`src/verilog/ldc_cfg.svh`:
```
// register offsets, field positions and reset values of the ladder control block
`ifndef LDC_CFG_SVH
`define LDC_CFG_SVH
`define LDC_ADDR_W          4
`define LDC_OFF_CTRL0       4'h0
`define LDC_OFF_LEVEL       4'h1
`define LDC_OFF_STATUS      4'h2
`define LDC_CTRL0_RESET     8'h00
`define LDC_LEVEL_RESET     8'h00
`define LDC_BIT_ENABLE      7
`define LDC_BIT_PIN1_OE     5
`define LDC_BIT_PIN2_OE     4
`define LDC_PSS_HI          3
`define LDC_PSS_LO          2
`define LDC_CODE_HI         4
`define LDC_CODE_LO         0
`define LDC_CTRL0_MASK      8'hbc
`define LDC_LEVEL_MASK      8'h1f
`endif

```
`src/verilog/ldc_pkg.sv`:
```
// types shared by the ladder control block
package ldc_pkg;
    typedef enum logic [1:0] {
        LDC_SRC_SUPPLY,
        LDC_SRC_EXT_PIN,
        LDC_SRC_FIXED_REF,
        LDC_SRC_RESERVED
    } ldc_src_e;
    typedef logic [4:0] ldc_code_t;
endpackage

```
`src/verilog/ldc_ladder_dac_control.sv`:
```
// control registers and analog steering of the 5-bit reference ladder
`timescale 1ns/1ps
`include "ldc_cfg.svh"

// How it works
// - bit 7 of control zero turns ladder on
// - five-bit level code gives 32 levels
// - level = bottom + span times code over 32
// - bits 5 and 4 route level to pins
// - routed pin loses digital driver and input
// - port read of routed pin returns zero
// - source field picks supply, pin, fixed reference
// - sleep wake keeps control zero unchanged
// - reset clears enable, pin routing, level code
// - unimplemented register bits read as zero
// - level also feeds comparator and ADC
module ldc_ladder_dac_control
    import ldc_pkg::*;
(
    // clock and reset
    input  wire logic                   clk_i,
    input  wire logic                   rst_n_i,
    // register port
    input  wire logic [`LDC_ADDR_W-1:0] addr_i,
    input  wire logic [7:0]             wdata_i,
    input  wire logic                   wr_i,
    input  wire logic                   rd_i,
    output logic      [7:0]             rdata_o,
    // sleep status, only observed
    input  wire logic                   wake_i,
    // digital side of the two output pins
    input  wire logic                   pin_one_in_i,
    input  wire logic                   pin_two_in_i,
    input  wire logic                   pin_one_drive_i,
    input  wire logic                   pin_two_drive_i,
    output logic                        pin_one_read_o,
    output logic                        pin_two_read_o,
    output logic                        pin_one_digital_off_o,
    output logic                        pin_two_digital_off_o,
    output logic                        pin_one_drive_o,
    output logic                        pin_two_drive_o,
    // analog switch controls
    output logic                        ladder_on_o,
    output logic [4:0]                  level_code_o,
    output logic                        top_supply_o,
    output logic                        top_ext_pin_o,
    output logic                        top_fixed_ref_o,
    output logic                        bottom_ground_o,
    output logic                        analog_out_pin_one_o,
    output logic                        analog_out_pin_two_o,
    output logic                        comparator_feed_o,
    output logic                        adc_feed_o
);

    logic       ladder_enable;
    logic       pin_one_output_enable;
    logic       pin_two_output_enable;
    ldc_src_e   positive_source_select;
    ldc_code_t  level_code;
    logic [7:0] ctrl0_view;
    logic [7:0] level_view;
    logic [7:0] next_rdata;
    logic [1:0] pin_routed;
    logic [1:0] pin_level_in;
    logic [1:0] pin_drive_req;
    logic [1:0] pin_off_q;
    logic [1:0] pin_drive_q;
    logic [1:0] pin_read_q;

    // control zero; wake does not touch it, only register writes and device reset do
    always_ff @(posedge clk_i or negedge rst_n_i)
    begin
        if (!rst_n_i)
        begin
            ladder_enable          <= 1'b0;
            pin_one_output_enable  <= 1'b0;
            pin_two_output_enable  <= 1'b0;
            positive_source_select <= LDC_SRC_SUPPLY;
        end
        else if (wr_i && addr_i == `LDC_OFF_CTRL0)
        begin
            ladder_enable          <= wdata_i[`LDC_BIT_ENABLE];
            pin_one_output_enable  <= wdata_i[`LDC_BIT_PIN1_OE];
            pin_two_output_enable  <= wdata_i[`LDC_BIT_PIN2_OE];
            positive_source_select <= ldc_src_e'(wdata_i[`LDC_PSS_HI:`LDC_PSS_LO]);
        end
    end

    // level code register
    always_ff @(posedge clk_i or negedge rst_n_i)
    begin
        if (!rst_n_i)
            level_code <= 5'h00;
        else if (wr_i && addr_i == `LDC_OFF_LEVEL)
            level_code <= wdata_i[`LDC_CODE_HI:`LDC_CODE_LO];
    end

    // read views with unimplemented bits forced low
    always_comb
    begin
        ctrl0_view = {ladder_enable, 1'b0, pin_one_output_enable, pin_two_output_enable,
                      positive_source_select, 2'b00} & `LDC_CTRL0_MASK;
        level_view = {3'b000, level_code} & `LDC_LEVEL_MASK;
        next_rdata = 8'h00;
        if (rd_i)
        begin
            unique case (addr_i)
                `LDC_OFF_CTRL0:  next_rdata = ctrl0_view;
                `LDC_OFF_LEVEL:  next_rdata = level_view;
                `LDC_OFF_STATUS: next_rdata = {7'h00, wake_i};
                default:         next_rdata = 8'h00;
            endcase
        end
    end

    // read data, valid the cycle after the strobe
    always_ff @(posedge clk_i or negedge rst_n_i)
    begin
        if (!rst_n_i)
            rdata_o <= 8'h00;
        else
            rdata_o <= next_rdata;
    end

    // ladder switches: top source, bottom ground, code taps
    always_ff @(posedge clk_i or negedge rst_n_i)
    begin
        if (!rst_n_i)
        begin
            ladder_on_o     <= 1'b0;
            level_code_o    <= 5'h00;
            top_supply_o    <= 1'b0;
            top_ext_pin_o   <= 1'b0;
            top_fixed_ref_o <= 1'b0;
            bottom_ground_o <= 1'b0;
        end
        else
        begin
            ladder_on_o     <= ladder_enable;
            level_code_o    <= level_code;
            top_supply_o    <= ladder_enable && positive_source_select == LDC_SRC_SUPPLY;
            top_ext_pin_o   <= ladder_enable && positive_source_select == LDC_SRC_EXT_PIN;
            top_fixed_ref_o <= ladder_enable && positive_source_select == LDC_SRC_FIXED_REF;
            bottom_ground_o <= ladder_enable;
        end
    end

    // analog routing to pins and internal consumers
    always_ff @(posedge clk_i or negedge rst_n_i)
    begin
        if (!rst_n_i)
        begin
            analog_out_pin_one_o <= 1'b0;
            analog_out_pin_two_o <= 1'b0;
            comparator_feed_o    <= 1'b0;
            adc_feed_o           <= 1'b0;
        end
        else
        begin
            analog_out_pin_one_o <= pin_one_output_enable;
            analog_out_pin_two_o <= pin_two_output_enable;
            comparator_feed_o    <= ladder_enable;
            adc_feed_o           <= ladder_enable;
        end
    end

    // gather the two pins so one loop serves both; index 0 is pin one
    assign pin_routed    = {pin_two_output_enable, pin_one_output_enable};
    assign pin_level_in  = {pin_two_in_i, pin_one_in_i};
    assign pin_drive_req = {pin_two_drive_i, pin_one_drive_i};

    // digital override of routed pins, one flop set per pin
    for (genvar p = 0; p < 2; p++)
    begin : g_pin
        always_ff @(posedge clk_i or negedge rst_n_i)
        begin
            if (!rst_n_i)
            begin
                pin_off_q[p]   <= 1'b0;
                pin_drive_q[p] <= 1'b0;
                pin_read_q[p]  <= 1'b0;
            end
            else
            begin
                pin_off_q[p]   <= pin_routed[p];
                pin_drive_q[p] <= pin_drive_req[p] && !pin_routed[p];
                pin_read_q[p]  <= pin_level_in[p] && !pin_routed[p];
            end
        end
    end

    // pin outputs taken straight from the per-pin flops
    assign pin_one_digital_off_o = pin_off_q[0];
    assign pin_two_digital_off_o = pin_off_q[1];
    assign pin_one_drive_o       = pin_drive_q[0];
    assign pin_two_drive_o       = pin_drive_q[1];
    assign pin_one_read_o        = pin_read_q[0];
    assign pin_two_read_o        = pin_read_q[1];

endmodule

```
`config.mk`:
```
export PLATFORM = sky130hd
export DESIGN_NAME = ldc_ladder_dac_control
export DESIGN_NICKNAME = d
export VERILOG_FILES = /design/src/verilog/ldc_pkg.sv /design/src/verilog/ldc_ladder_dac_control.sv
export VERILOG_INCLUDE_DIRS = /design/src /design/src/verilog
export SDC_FILE = /design/constraint.sdc
export NUM_CORES = 1
export LEC_CHECK = 0
export CORE_MARGIN = 2
export CORE_UTILIZATION = 45
export CTS_CLUSTER_DIAMETER = 200
export DETAILED_ROUTE_END_ITERATION = 7
export DONT_BUFFER_PORTS = 1
export SYNTH_ARGS = -nofsm -noshare
export SYNTH_HDL_FRONTEND = slang
export SYNTH_SLANG_ARGS = --single-unit
```
`constraint.sdc`:
```
create_clock -name clk_i -period 2.2 [get_ports clk_i]
set_clock_uncertainty 0.15 [all_clocks]
set_input_delay 0.11 -clock clk_i [delete_from_list [all_inputs] [get_ports clk_i]]
set_output_delay 0.11 -clock clk_i [all_outputs]
set_load 0.02 [all_outputs]
```
==> impl_results.md <==
* Worst hold path type: in -> async
* Vias in the first global route at 625
* Post-route ant nets at 0
* Max Buffers Root-to-Sink at 2
* Critical path class: in -> reg
* Ys Warns at 0
* Finished Core Util at 0.568
* Core area at 0.00245 mm2
* Slew of the pin with the lowest slew margin at 698 ps
* Worst reg-to-reg setup slack at 650 ps
* Post-route clock period utilization at 0.887
* Most frequent cells in the layout: dfrtp_1, dlygate4sd3_1, mux2_2
* TritonCTS clock tree: done
* H-Tree Depth at 2
* Initial DRC count at 8
* Skew-Pair Late Insertion Delay at 330 ps
* Total global-route track usage at 0.153
* Worst setup SP type: input pin
* Pwr Density at 944 mW/mm2
* Clk slew on worst S/H paths at 100 ps
* Final setup viols at 0
* Die area at 0.00297 mm2
* Fin area at 0.00140 mm2
* Die height at 54.5 um
* Worst VDD drop at 0.000529 V
* Largest net degree at the start of global routing at 33
* Synth Register Bits at 32
* FILL cells at 213
* Vias per inst at 5.06
* Routed length per instance at 15.2 um
* RSZ-0062 raised after global routing: no
* Seq. cell area at 801 um2
* Rel. slew slack at 0.535
* Worst Setup End Kind: register
* Nets@finish at 116
* Max-slew violation count at 0
* F_max at 0.512 GHz
* Register area share after synthesis at 0.697
* Die width at 54.5 um
* Crit. Startpoint: addr_i[2]
* DP Worst Slack at 948 ps
* Mapped Cells at 76
* Synth Area per Inst at 15.1 um2
* Clock Sinks at 32
* Starting density of the core at 0.468
* Max cap viols at 0
* Fin crit period at 1950 ps
* N_diodes at 0
* WL final at 1.92 mm
* Setup_tns at 0 ps
* Post-DP Area at 0.00113 mm2
* Worst-path fanout max at 4
* Setup WS post-layout at 248 ps
* GP Congestion at 0.664
* P_leak at 0.659 nW
* Via count at 637
* CP required at 2320 ps
* Worst R2R Path Depth at 4
* # port buffers at 0
* Status: completed
* Synth unique cells at 18
* Drc violations at 0
* Grt ovf at 0
* Area of the multi-input gates at 295 um2
* Syn Nets at 97
* P&R area growth vs syn at 21.5%
* DPL Wire Length at 1.20 mm
* Commonest non-fill, non-tap cell in the layout: dfrtp_1
* CP Data Arrival Time at 2080 ps
* Final Power at 1.32 mW
* Initial antenna violation count at 0
* IO Pins at 49
* Clock root buffer: clkbuf_4
* Layout cells sized above 1 at 0.229
* Number of CTS-inserted buffers at 5
* Final Hold Viols at 0
* First-pass GRT wire length at 2.93 mm
* Reg2Reg Launch Point: level_code[0]$_DFFE_PN0P_
* First-pass DRT Iterations at 4
* Netlist Area Pre-Place at 0.00115 mm2
* Row Count at 18
## kinds of logic after synthesis
group	after synthesis	share of synthesized area
and+or+nand+nor	22	0.125
other	1	0.00326
muxes	13	0.124
AOI/OAI and AO/OA	1	0.00435
buffers and inverters	7	0.0458
DFF	32	0.697
## per-layer routing
layer,GRT usage,share of wire
met1,0.176,0.44
met2,0.225,0.47
met3,0.0984,0.077
met4,0.0625,0.014
met5,0,0
## state kept, by name, summed over array words and instances (netlist names)
register,cells
adc_feed_o,1
pin_one_output_enable,1
level_code,5
pin_one_drive_o,1
positive_source_select,2
rdata_o,7
analog_out_pin_two_o,1
pin_one_read_o,1
ladder_enable,1
pin_two_read_o,1
top_fixed_ref_o,1
level_code_o,5
pin_two_output_enable,1
pin_one_digital_off_o,1
top_ext_pin_o,1
top_supply_o,1
pin_two_drive_o,1
## where the power goes
part	internal [mW]	total [mW]	switching, mW
logic	0.0750	0.117	0.0420
clock network	0.152	0.347	0.195
registers	0.685	0.853	0.168
total	0.912	1.32	0.405
## through the flow
stage | cells | hold slack (ps)
after global routing | 126 | 55.9
after CTS | 126 | 70.4
after floorplan | 76 | -336
after detailed placement | 99 | -335
final | 126 | 68.5
after global placement | 99 | -335
## what timing repair did
| action | CTS | global route |
|---|---|---|
| buffers inserted | 0 | 0 |
| hold buffers | 19 | 0 |
| gates resized for setup | 0 | 0 |
| hold endpoints to repair | 53 | 0 |
## worst paths after layout
kind                                                              end
max in group asynchronous       positive_source_select[1]$_DFFE_PN0P_
worst min register to register              level_code_o[4]$_DFF_PN0_
worst max register to register                   rdata_o[0]$_DFF_PN0_
worst min-delay path                   analog_out_pin_two_o$_DFF_PN0_
worst max-delay path                             rdata_o[7]$_DFF_PN0_
min in group clk_i                          level_code[2]$_DFFE_PN0P_
## cells in the mapped netlist
master,instances,area share
nor3b_1,1,0.0065
o21ai_0,1,0.0044
nand2_1,2,0.0065
nand3b_1,1,0.0065
nor2_2,1,0.0055
nor2b_1,4,0.022
mux2i_1,3,0.026
and3b_1,2,0.015
and4bb_2,1,0.011
mux2_2,10,0.098
and2_1,2,0.011
or4b_4,1,0.012
dfrtp_1,32,0.70
nor2_1,5,0.016
buf_4,7,0.046
conb_1,1,0.0033
and3_1,1,0.0055
nand4b_1,1,0.0076
## worst max-delay path, stage by stage
cell	delay (ps)
dlygate4sd3_1	570
or4b_4	500
dlygate4sd3_1	650
nor2_2	120
and2_1	130
## area by class of cell
| type | instances | share of cell area |
|---|---|---|
| Sequential cell | 32 | 0.574 |
| Multi-Input combinational cell | 37 | 0.212 |
| Timing Repair Buffer | 19 | 0.143 |
| Clock buffer | 6 | 0.0368 |
| Tap cell | 30 | 0.0269 |
| Clock inverter | 2 | 0.00717 |
Note: power is estimated with default switching activity, not from simulation.
